<file path="src/hdl/prs_pkg.sv">
// Constants, field layouts and carrier types for the PHY reset sequencer.
// Assumes one 20 MHz reference clock and a byte-addressed register port, four bytes per register index.
package prs_pkg;

   localparam int CLK_PERIOD_NS = 50;
   localparam int MAC_RELEASE_NS = 640;
   // A longest time rounds down to whole cycles.
   localparam int MAC_RELEASE_CYC = MAC_RELEASE_NS / CLK_PERIOD_NS;
   // Pin to output latency: two synchroniser stages, state register, output register, margin.
   localparam int SEQ_LAT_CYC = 5;
   localparam int EXIT_LAST_CYC = MAC_RELEASE_CYC - SEQ_LAT_CYC;
   localparam int POR_HOLD_US = 20;
   localparam int POR_HOLD_CYC = (POR_HOLD_US * 1000) / CLK_PERIOD_NS;
   localparam int CLK_WAIT_MS = 53;
   localparam int CLK_WAIT_CYC = (CLK_WAIT_MS * 1000000) / CLK_PERIOD_NS;
   localparam int HW_LOW_MIN = 5;
   localparam int SW_HOLD_CYC = 2;

   localparam int CNT_W = 21;
   localparam int HWC_W = 3;

   // Exit step positions, in cycles after the exit phase starts.
   localparam int STEP_ADDR = 1;
   localparam int STEP_ENABLE = 2;
   localparam int STEP_DEFAULTS = 3;
   localparam int STEP_LINE_TX = 4;
   localparam int STEP_PLL = 5;

   localparam int DATA_W = 16;
   localparam int ADDR_W = 8;
   localparam int PHY_ADDR_W = 5;
   localparam logic [ADDR_W-1:0] IDX_CONTROL = 8'h00;
   localparam logic [ADDR_W-1:0] IDX_EXT_CONTROL = 8'h10;
   localparam logic [ADDR_W-1:0] IDX_STATUS = 8'h11;

   localparam int CTRL_SW_RESET_BIT = 15;
   localparam int CTRL_POWER_DOWN_BIT = 11;
   localparam int EXT_ADDR_LSB = 6;
   localparam int STAT_LATCH_LOW_BIT = 0;
   localparam int STAT_LATCH_HIGH_BIT = 1;
   localparam int STAT_LATCH_MAX_LSB = 2;
   localparam int STAT_MGMT_READY_BIT = 8;
   localparam int STAT_CLOCKS_VALID_BIT = 9;

   localparam logic [DATA_W-1:0] CONTROL_RESET = 16'h0000;
   localparam logic [DATA_W-1:0] EXT_CONTROL_RESET = 16'h0000;
   localparam logic LATCH_LOW_DEFAULT = 1'b0;
   localparam logic LATCH_HIGH_DEFAULT = 1'b0;
   localparam logic [3:0] LATCH_MAX_DEFAULT = 4'h0;

   typedef enum logic [5:0] {
      S_POR = 6'h01,
      S_HW_RESET = 6'h02,
      S_SW_RESET = 6'h04,
      S_EXIT = 6'h08,
      S_WAIT_CLK = 6'h10,
      S_RUN = 6'h20
   } prs_state_t;

   typedef struct packed {
      logic [3:0] txd;
      logic tx_en;
      logic tx_er;
   } prs_mac_in_t;

   typedef struct packed {
      logic [3:0] rxd;
      logic rx_dv;
      logic rx_er;
      logic crs;
      logic col;
   } prs_mac_out_t;

   typedef struct packed {
      logic level;
      logic high_evt;
      logic [3:0] value;
   } prs_stat_in_t;

endpackage : prs_pkg

</file>
<file path="src/hdl/prs_hw_reset_filter.sv">
// Synchroniser and low-sample counter for the hardware reset input.
// Assumes the pin may change at any time relative to the clock.
`timescale 1ns/100ps
`default_nettype none
module prs_hw_reset_filter (
   input wire logic clk,
   input wire logic rst_b,
   input wire logic pin_low,
   output logic pin_high,
   output logic asserted
);

   logic sync1_q;
   logic sync2_q;
   logic [prs_pkg::HWC_W-1:0] low_cnt_q;

   always_ff @(posedge clk or negedge rst_b) begin
      if (!rst_b) begin
         sync1_q <= 1'b1;
         sync2_q <= 1'b1;
      end else begin
         sync1_q <= pin_low;
         sync2_q <= sync1_q;
      end
   end

   // Saturates at the minimum so a long reset never wraps back to idle.
   always_ff @(posedge clk or negedge rst_b) begin
      if (!rst_b) begin
         low_cnt_q <= '0;
      end else if (sync2_q) begin
         low_cnt_q <= '0;
      end else if (low_cnt_q != prs_pkg::HWC_W'(prs_pkg::HW_LOW_MIN)) begin
         low_cnt_q <= low_cnt_q + 1'b1;
      end
   end

   assign pin_high = sync2_q;
   // Drops as soon as the synchronised pin reads high, so the exit is not held off
   // for the extra cycle that the counter needs to clear.
   assign asserted = (low_cnt_q == prs_pkg::HWC_W'(prs_pkg::HW_LOW_MIN)) && !sync2_q;

endmodule : prs_hw_reset_filter
`default_nettype wire

</file>
<file path="src/hdl/prs_reset_sequencer.sv">
// Reset sequencer of a 10/100 PHY: power-on, pin and software reset sources,
// single-cycle entry and ordered exit steps, and the control and extended control registers.
// Assumes the register master and the MAC datapath run on CLK.
`timescale 1ns/100ps
`default_nettype none
module prs_reset_sequencer #(
   parameter int CLK_WAIT_CYC = prs_pkg::CLK_WAIT_CYC
) (
   input wire logic CLK,
   input wire logic RST_B,
   input wire logic HW_RESET_IN_LOW,
   input wire logic [prs_pkg::PHY_ADDR_W-1:0] PHY_ADDR_STRAP,
   input wire logic [prs_pkg::ADDR_W-1:0] REG_ADDR,
   input wire logic [prs_pkg::DATA_W-1:0] REG_WDATA,
   input wire logic REG_WR,
   input wire logic REG_RD,
   output logic [prs_pkg::DATA_W-1:0] REG_RDATA,
   input wire prs_pkg::prs_mac_in_t MAC_IN,
   output prs_pkg::prs_mac_in_t MAC_IN_CORE,
   input wire prs_pkg::prs_mac_out_t CORE_MAC_OUT,
   output prs_pkg::prs_mac_out_t MAC_OUT,
   input wire logic CORE_LINE_TX_P,
   input wire logic CORE_LINE_TX_N,
   output logic LINE_TRANSMIT_POSITIVE_O,
   output logic LINE_TRANSMIT_NEGATIVE_O,
   output logic LINE_TRANSMIT_OE_B,
   input wire prs_pkg::prs_stat_in_t STAT_IN,
   output logic CORE_RESET_B,
   output logic POWER_DOWN,
   output logic PLL_RESYNC,
   output logic MGMT_READY,
   output logic MAC_CLOCKS_VALID
);

   prs_pkg::prs_state_t state_q;
   prs_pkg::prs_state_t state_d;
   logic [prs_pkg::CNT_W-1:0] cnt_q;
   logic [prs_pkg::CNT_W-1:0] cnt_d;
   logic soft_q;
   logic pin_high;
   logic pin_asserted;
   logic sw_request;
   logic exit_done;
   logic ready;
   logic in_entry;
   logic pd_reset;
   logic addr_capture;
   logic core_enable;
   logic defaults_hold;
   logic line_enable;
   logic pll_hold;
   logic mac_release;
   logic wr_ok;
   logic [prs_pkg::DATA_W-1:0] control_q;
   logic [prs_pkg::DATA_W-1:0] ext_control_q;
   logic latch_low_q;
   logic latch_high_q;
   logic [3:0] latch_max_q;
   logic latch_init;
   logic stat_read;

   function automatic logic [prs_pkg::ADDR_W-1:0] reg_addr(
      input logic [prs_pkg::ADDR_W-1:0] idx
   );
      reg_addr = {idx[prs_pkg::ADDR_W-3:0], 2'b00};
   endfunction : reg_addr

   function automatic logic cnt_at(
      input logic [prs_pkg::CNT_W-1:0] cnt,
      input int limit
   );
      cnt_at = (cnt == prs_pkg::CNT_W'(limit));
   endfunction : cnt_at

   // True once an exit step has been reached, and stays true after the exit phase.
   function automatic logic step_done(
      input prs_pkg::prs_state_t st,
      input logic [prs_pkg::CNT_W-1:0] cnt,
      input int step
   );
      step_done = ((st == prs_pkg::S_EXIT) && (cnt >= prs_pkg::CNT_W'(step)))
         || (st == prs_pkg::S_WAIT_CLK) || (st == prs_pkg::S_RUN);
   endfunction : step_done

   prs_hw_reset_filter u_filter (
      .clk(CLK),
      .rst_b(RST_B),
      .pin_low(HW_RESET_IN_LOW),
      .pin_high(pin_high),
      .asserted(pin_asserted)
   );

   assign ready = (state_q == prs_pkg::S_WAIT_CLK) || (state_q == prs_pkg::S_RUN);
   assign wr_ok = REG_WR && ready;
   // Only a one written to bit 0.15 starts a reset; zero has no effect.
   assign sw_request = wr_ok && (REG_ADDR == reg_addr(prs_pkg::IDX_CONTROL))
      && REG_WDATA[prs_pkg::CTRL_SW_RESET_BIT];
   assign exit_done = (state_q == prs_pkg::S_EXIT)
      && cnt_at(cnt_q, prs_pkg::EXIT_LAST_CYC);

   always_comb begin
      state_d = state_q;
      case (state_q)
         prs_pkg::S_POR: begin
            // The pin is not looked at until the power-on hold ends.
            if (cnt_at(cnt_q, prs_pkg::POR_HOLD_CYC - 1)) begin
               state_d = prs_pkg::S_EXIT;
            end
         end
         prs_pkg::S_HW_RESET: begin
            if (pin_high) begin
               state_d = prs_pkg::S_EXIT;
            end
         end
         prs_pkg::S_SW_RESET: begin
            if (cnt_at(cnt_q, prs_pkg::SW_HOLD_CYC - 1)) begin
               state_d = prs_pkg::S_EXIT;
            end
         end
         prs_pkg::S_EXIT: begin
            if (exit_done) begin
               state_d = prs_pkg::S_WAIT_CLK;
            end
         end
         prs_pkg::S_WAIT_CLK: begin
            // A software request wins, or its accepted bit 0.15 would never clear.
            if (sw_request) begin
               state_d = prs_pkg::S_SW_RESET;
            end else if (cnt_at(cnt_q, CLK_WAIT_CYC - 1)) begin
               state_d = prs_pkg::S_RUN;
            end
         end
         prs_pkg::S_RUN: begin
            if (sw_request) begin
               state_d = prs_pkg::S_SW_RESET;
            end
         end
         default: begin
            state_d = prs_pkg::S_POR;
         end
      endcase
      // The pin wins over every source but power-on.
      if ((state_q != prs_pkg::S_POR) && pin_asserted) begin
         state_d = prs_pkg::S_HW_RESET;
      end
   end

   always_comb begin
      if (state_d != state_q) begin
         cnt_d = '0;
      end else if ((state_q == prs_pkg::S_RUN) || (state_q == prs_pkg::S_HW_RESET)) begin
         cnt_d = cnt_q;
      end else begin
         cnt_d = cnt_q + 1'b1;
      end
   end

   always_ff @(posedge CLK or negedge RST_B) begin
      if (!RST_B) begin
         state_q <= prs_pkg::S_POR;
         cnt_q <= '0;
      end else begin
         state_q <= state_d;
         cnt_q <= cnt_d;
      end
   end

   // Remembers that the running reset came from software.
   always_ff @(posedge CLK or negedge RST_B) begin
      if (!RST_B) begin
         soft_q <= 1'b0;
      end else if (state_d == prs_pkg::S_HW_RESET) begin
         soft_q <= 1'b0;
      end else if ((state_d == prs_pkg::S_SW_RESET) && (state_q != prs_pkg::S_SW_RESET)) begin
         soft_q <= 1'b1;
      end else if (exit_done) begin
         soft_q <= 1'b0;
      end
   end

   assign in_entry = (state_q == prs_pkg::S_POR) || (state_q == prs_pkg::S_HW_RESET)
      || (state_q == prs_pkg::S_SW_RESET);
   // Power-down is left as the first exit action, and never entered by software reset.
   assign pd_reset = (state_q == prs_pkg::S_POR) || (state_q == prs_pkg::S_HW_RESET);
   assign addr_capture = (state_q == prs_pkg::S_EXIT) && !soft_q
      && cnt_at(cnt_q, prs_pkg::STEP_ADDR);
   assign core_enable = step_done(state_q, cnt_q, prs_pkg::STEP_ENABLE);
   assign defaults_hold = in_entry || !step_done(state_q, cnt_q, prs_pkg::STEP_DEFAULTS);
   assign line_enable = step_done(state_q, cnt_q, prs_pkg::STEP_LINE_TX)
      && !control_q[prs_pkg::CTRL_POWER_DOWN_BIT];
   assign pll_hold = !step_done(state_q, cnt_q, prs_pkg::STEP_PLL);
   assign mac_release = ready && !control_q[prs_pkg::CTRL_POWER_DOWN_BIT];
   assign latch_init = in_entry || control_q[prs_pkg::CTRL_POWER_DOWN_BIT];
   assign stat_read = REG_RD && (REG_ADDR == reg_addr(prs_pkg::IDX_STATUS));

   // Control register: defaults are held through entry and the early exit steps.
   // The software reset bit stays set until the exit ends, then reads zero.
   always_ff @(posedge CLK or negedge RST_B) begin
      if (!RST_B) begin
         control_q <= prs_pkg::CONTROL_RESET;
      end else if (defaults_hold || exit_done) begin
         control_q <= prs_pkg::CONTROL_RESET;
         control_q[prs_pkg::CTRL_SW_RESET_BIT] <= soft_q && !exit_done;
      end else if (wr_ok && (REG_ADDR == reg_addr(prs_pkg::IDX_CONTROL))) begin
         control_q <= REG_WDATA;
      end
   end

   // The address field survives a software reset and, once captured, the later
   // default steps of the exit; other bits take defaults.
   always_ff @(posedge CLK or negedge RST_B) begin
      if (!RST_B) begin
         ext_control_q <= prs_pkg::EXT_CONTROL_RESET;
      end else if (addr_capture) begin
         ext_control_q[prs_pkg::EXT_ADDR_LSB +: prs_pkg::PHY_ADDR_W] <= PHY_ADDR_STRAP;
      end else if (in_entry && !soft_q) begin
         ext_control_q <= prs_pkg::EXT_CONTROL_RESET;
      end else if (defaults_hold) begin
         ext_control_q <= (prs_pkg::EXT_CONTROL_RESET
            & ~(16'h001f << prs_pkg::EXT_ADDR_LSB))
            | (ext_control_q & (16'h001f << prs_pkg::EXT_ADDR_LSB));
      end else if (wr_ok && (REG_ADDR == reg_addr(prs_pkg::IDX_EXT_CONTROL))) begin
         ext_control_q <= REG_WDATA;
      end
   end

   // Latching status: a hardware event in the cycle of a read is kept.
   always_ff @(posedge CLK or negedge RST_B) begin
      if (!RST_B) begin
         latch_low_q <= prs_pkg::LATCH_LOW_DEFAULT;
         latch_high_q <= prs_pkg::LATCH_HIGH_DEFAULT;
         latch_max_q <= prs_pkg::LATCH_MAX_DEFAULT;
      end else if (latch_init) begin
         latch_low_q <= prs_pkg::LATCH_LOW_DEFAULT;
         latch_high_q <= prs_pkg::LATCH_HIGH_DEFAULT;
         latch_max_q <= prs_pkg::LATCH_MAX_DEFAULT;
      end else begin
         if (!STAT_IN.level) begin
            latch_low_q <= 1'b0;
         end else if (stat_read) begin
            latch_low_q <= 1'b1;
         end
         if (STAT_IN.high_evt) begin
            latch_high_q <= 1'b1;
         end else if (stat_read) begin
            latch_high_q <= 1'b0;
         end
         if (stat_read) begin
            latch_max_q <= STAT_IN.value;
         end else if (STAT_IN.value > latch_max_q) begin
            latch_max_q <= STAT_IN.value;
         end
      end
   end

   // Read data stand only in the cycle after the strobe; unmapped reads give zero.
   always_ff @(posedge CLK or negedge RST_B) begin
      if (!RST_B) begin
         REG_RDATA <= '0;
      end else if (!REG_RD) begin
         REG_RDATA <= '0;
      end else if (REG_ADDR == reg_addr(prs_pkg::IDX_CONTROL)) begin
         REG_RDATA <= control_q;
      end else if (REG_ADDR == reg_addr(prs_pkg::IDX_EXT_CONTROL)) begin
         REG_RDATA <= ext_control_q;
      end else if (REG_ADDR == reg_addr(prs_pkg::IDX_STATUS)) begin
         REG_RDATA <= '0;
         REG_RDATA[prs_pkg::STAT_LATCH_LOW_BIT] <= latch_low_q;
         REG_RDATA[prs_pkg::STAT_LATCH_HIGH_BIT] <= latch_high_q;
         REG_RDATA[prs_pkg::STAT_LATCH_MAX_LSB +: 4] <= latch_max_q;
         REG_RDATA[prs_pkg::STAT_MGMT_READY_BIT] <= ready;
         REG_RDATA[prs_pkg::STAT_CLOCKS_VALID_BIT] <= (state_q == prs_pkg::S_RUN);
      end else begin
         REG_RDATA <= '0;
      end
   end

   // MAC side: inputs isolated and outputs low until release.
   always_ff @(posedge CLK or negedge RST_B) begin
      if (!RST_B) begin
         MAC_IN_CORE <= '0;
         MAC_OUT <= '0;
      end else if (mac_release) begin
         MAC_IN_CORE <= MAC_IN;
         MAC_OUT <= CORE_MAC_OUT;
      end else begin
         MAC_IN_CORE <= '0;
         MAC_OUT <= '0;
      end
   end

   // Line pair: enable is low while driving; tri-stated through reset and power-down.
   always_ff @(posedge CLK or negedge RST_B) begin
      if (!RST_B) begin
         LINE_TRANSMIT_POSITIVE_O <= 1'b0;
         LINE_TRANSMIT_NEGATIVE_O <= 1'b0;
         LINE_TRANSMIT_OE_B <= 1'b1;
      end else begin
         LINE_TRANSMIT_POSITIVE_O <= line_enable & CORE_LINE_TX_P;
         LINE_TRANSMIT_NEGATIVE_O <= line_enable & CORE_LINE_TX_N;
         LINE_TRANSMIT_OE_B <= !line_enable;
      end
   end

   // The clocks-valid flag tells the MAC when its interface may be used.
   always_ff @(posedge CLK or negedge RST_B) begin
      if (!RST_B) begin
         CORE_RESET_B <= 1'b0;
         POWER_DOWN <= 1'b1;
         PLL_RESYNC <= 1'b1;
         MGMT_READY <= 1'b0;
         MAC_CLOCKS_VALID <= 1'b0;
      end else begin
         CORE_RESET_B <= core_enable;
         POWER_DOWN <= pd_reset || control_q[prs_pkg::CTRL_POWER_DOWN_BIT];
         PLL_RESYNC <= pll_hold;
         MGMT_READY <= ready;
         MAC_CLOCKS_VALID <= (state_q == prs_pkg::S_RUN);
      end
   end

endmodule : prs_reset_sequencer
`default_nettype wire

</file>
<file path="config.mk">
export PLATFORM = sky130hd
export DESIGN_NAME = prs_reset_sequencer
export DESIGN_NICKNAME = d
export VERILOG_FILES = /design/src/hdl/prs_pkg.sv /design/src/hdl/prs_hw_reset_filter.sv /design/src/hdl/prs_reset_sequencer.sv
export SDC_FILE = /design/constraint.sdc
export NUM_CORES = 1
export LEC_CHECK = 0
export BUFFER_PORTS_ARGS = -buffer_cell sky130_fd_sc_hd__buf_2
export CAP_MARGIN = 20
export CORE_MARGIN = 2
export CORE_UTILIZATION = 60
export CTS_CLUSTER_SIZE = 16
export DETAILED_ROUTE_END_ITERATION = 6
export MAX_ROUTING_LAYER = met4
export PLACE_DENSITY = 0.82
export SETUP_SLACK_MARGIN = 0.1
export SLEW_MARGIN = 20
export SYNTH_ARGS = -nofsm -noshare
export SYNTH_HDL_FRONTEND = slang
export SYNTH_SLANG_ARGS = --single-unit
</file>
<file path="constraint.sdc">
create_clock -name CLK -period 4.6 [get_ports CLK]
set_input_delay 0.69 -clock CLK [delete_from_list [all_inputs] [get_ports CLK]]
set_output_delay 0.69 -clock CLK [all_outputs]
set_load 0.02 [all_outputs]
</file>
==> impl_metrics.json <==
{
  "holdBufCountCts": 0,
  "rsz0062_at_grt": "no",
  "dieWidth_um": 98.3,
  "p_int_mw": 1.19,
  "cpMostUsedCell": "or4_1",
  "synth_largest_area_cell": "dfrtp_1",
  "synth_seq_cells": 109,
  "wl_per_cell_um": 16.1,
  "cts_setup_buffers": 0,
  "async_flop_share_pct": 100,
  "synth_flop_cell": "dfrtp_1",
  "dieHeight_um": 98.3,
  "run_status": "complete, no violations",
  "drt_iter0_drc": 254,
  "required_ns": 4.88,
  "synthXorXnorAreaFrac_pct": 3.94,
  "cts_resized": 0,
  "dp_cells": 721,
  "ant_nets": 0,
  "core-area_um2": 8680,
  "cp_cell_sequence": "or4_1, or4_1, or2_1, a221oi_2, a31o_1, nand4_2, nor3_2",
  "clockRootBuffer": "clkbuf_8",
  "seq_area_frac_synth_pct": 51.2,
  "design_area_um2": 6010,
  "area_growth_pct": 12.6,
  "cts_buffers": 9,
  "port_buffers": 93,
  "synth_top_cells_by_area": "dfrtp_1 48%, nand2_1 5.3%, nor2_1 3.6%",
  "p_seq_share_pct": 61.9,
  "synth_fa_ha_area_share_pct": 2.34,
  "cp_max_fo": 21,
  "cts_tree": "yes",
  "slowest_stage": "or4_1",
  "synthSimpleGateAreaFrac_pct": 26.6,
  "worst-setup-path-type": "reg -> reg",
  "layout-drive-gt1-share_pct": 23.2,
  "netlist.area_leader.share_pct": 48.3,
  "finalSetupViolCount": 0,
  "synth_compound_area_share_pct": 10.1,
  "switching_share_pct": 23.7,
  "synthMuxAreaShare_pct": 2.25,
  "floorplan.die_area_um2": 9670,
  "p_leak_nw": 3.00,
  "fin_worst_skew_ns": 0.00955,
  "finalHoldViolations": 0,
  "combPwrFrac_pct": 4.4,
  "crit_path_end_kind": "register",
  "reg2reg_from": "cnt_q[16]$_DFFE_PN0P_",
  "globalplace.congestion": 0.885,
  "syn_area_per_cell_um2": 9.81,
  "ir_worst_vdd_mv": 0.148,
  "powerDensity_nw_per_um2": 259,
  "yosys.cell_types.count": 55,
  "slowest_delay_ns": 0.64,
  "clock_power_share_pct": 33.7,
  "switchingPower_uw": 370,
  "worstPathArrival_ns": 3.80,
  "diodes": 0,
  "start_util_pct": 61.5,
  "synth_nets": 610,
  "slew_headroom_pct": 34.5,
  "viasPerCell": 5.94,
  "fin_nets": 690,
  "postRouteWirelength_mm": 11.9,
  "grt_pass1_vias": 4294,
  "fin_hold_ws_ns": 0.362,
  "firstDrtPassIters": 5,
  "setup_tns_ns": 0,
  "place_area_um2": 5840,
  "clock_sinks": 109,
  "drc_errors": 0,
  "grt_overflow": 0,
  "max_freq_mhz": 284,
  "clock_path_buffers": 2,
  "grt_pass1_wl_mm": 20.0,
  "layout.cells.non_filler": 736,
  "syn_inst": 544,
  "setup.worst_path.start_class": "register",
  "period_share_pct": 76.6,
  "ios": 94,
  "fin_crit_ns": 3.52,
  "groute.usage.overall_pct": 25.9,
  "antenna_found_initial": 0,
  "maxCapViolations": 0,
  "utilization_pct": 69.3,
  "hold_class": "reg -> reg",
  "clk_latency_ns": 0.37,
  "synth_top_family_by_area": "simple AND/OR/NAND/NOR gates",
  "cts_max_level": 3,
  "r2r_slack_ns": 1.08,
  "startpoint": "cnt_q[16]$_DFFE_PN0P_",
  "worstHoldStart": "u_filter.sync1_q$_DFF_PN1_",
  "clkTransAtPathRegs_ns": 0.10,
  "synth_edf_count": 0,
  "row_count": 34,
  "vias": 4370,
  "yosys_warnings": 0,
  "tightest_slew_ns": 0.976,
  "grt_max_degree": 78,
  "drv_slew": 0,
  "hpwl_mm": 8.39,
  "syn-cell-area_um2": 5340
}
==> final timing paths <==
kind | endpoint | depth (start not counted)
setup / recovery | cnt_q[4]$_DFFE_PN0P_ | 7
hold / removal | u_filter.pin_high$_DFF_PN1_ | 0
setup reg to reg | cnt_q[4]$_DFFE_PN0P_ | 7
hold reg to reg | u_filter.pin_high$_DFF_PN1_ | 0
max in group asynchronous | control_q[11]$_DFFE_PN0P_ | 2
min in group asynchronous | latch_max_q[1]$_DFFE_PN0P_ | 1
==> stage by stage <==
stage                     power, mW  setup slack [ns]
after global placement         1.05              1.19
after global routing           1.62             0.854
after CTS                      1.57              1.05
final                          1.56              1.08
after detailed placement       1.05              1.09
after floorplan                1.00              1.76
==> layer usage <==
metal | track usage [%] | routed length, um | up-vias
li1 | - | - | 2044
met3 | 5.58 | 766 | 23
met4 | 8.22 | 263 | 0
met2 | 43.3 | 6060 | 164
met1 | 31.6 | 4800 | 2139
met5 | - | 0 | -
==> synthesized netlist by cell type, types with 3 or more instances <==
library cell / number
dfstp_2: 6
dfrtp_1: 103
xor2_1: 11
a21o_1: 7
or4_1: 7
a2111oi_0: 7
ha_1: 10
nor3_2: 19
nand3_1: 32
o31ai_1: 3
nor2b_1: 5
nand2b_1: 5
nor4_1: 5
o21ai_0: 9
nand4b_1: 3
buf_6: 3
a22o_1: 4
xnor2_1: 13
inv_1: 16
nor3_1: 12
nand2_1: 76
nor2_1: 51
clkbuf_1: 19
nand4_1: 5
nor4b_1: 5
a21oi_1: 33
and2_1: 19
and3_1: 4
mux2i_1: 12
nor3b_1: 4
buf_2: 4
==> kinds of logic after synthesis <==
logic type | count (synthesis)
multiplexers | 12
adder cells (fa/ha/maj) | 10
AO/OA/AOI/OAI | 81
AND/OR/NAND/NOR | 265
XOR/XNOR | 24
flip-flops | 109
buffers and inverters | 43
==> cell type report <==
cell class                      count  area, um^2
Inverter                           16        60.1
Fill cell                         693        2670
Multi-Input combinational cell    392        2420
Timing Repair Buffer               96         490
Sequential cell                   109        2740
Tap cell                          108         135
Clock buffer                        9         124
Clock inverter                      6        48.8
==> sequential cells by signal, indices dropped and copies added, names as in the netlist, 3 cells and up <==
name and cells:
cnt_q 21, REG_RDATA 16, control_q 16, ext_control_q 16
MAC_OUT 8, MAC_IN_CORE 6, state_q 6, latch_max_q 4
u_filter.low_cnt_q 3
==> power by group through the flow <==
| stage | Sequential (mW) | Combinational (mW) | Clock, mW |
|---|---|---|---|
| 6_report | 0.966 | 0.0688 | 0.525 |
| 5_1_grt | 0.967 | 0.0784 | 0.570 |
| 4_1_cts | 0.966 | 0.0700 | 0.535 |
| 3_5_place_dp | 0.984 | 0.0698 | 0 |
| 3_3_place_gp | 0.984 | 0.0680 | 0 |
| 2_1_floorplan | 0.984 | 0.0194 | 0 |
==> layout by cell type, fill, tap and decap left out, drive strengths merged, types with 12 or more instances in the layout <==
cell,count
a21oi,33
and2,19
buf,96
dfrtp,103
inv,18
mux2i,12
nand2,76
nand3,33
nor2,51
nor3,31
xnor2,13
==> critical path: cells and delay by family, from the launching register on <==
family	cells	cell delay, ns
flops	1	0.43
simple gates	5	2.47
compound gates	2	0.53
Note: power is estimated with default switching activity, not from simulation.
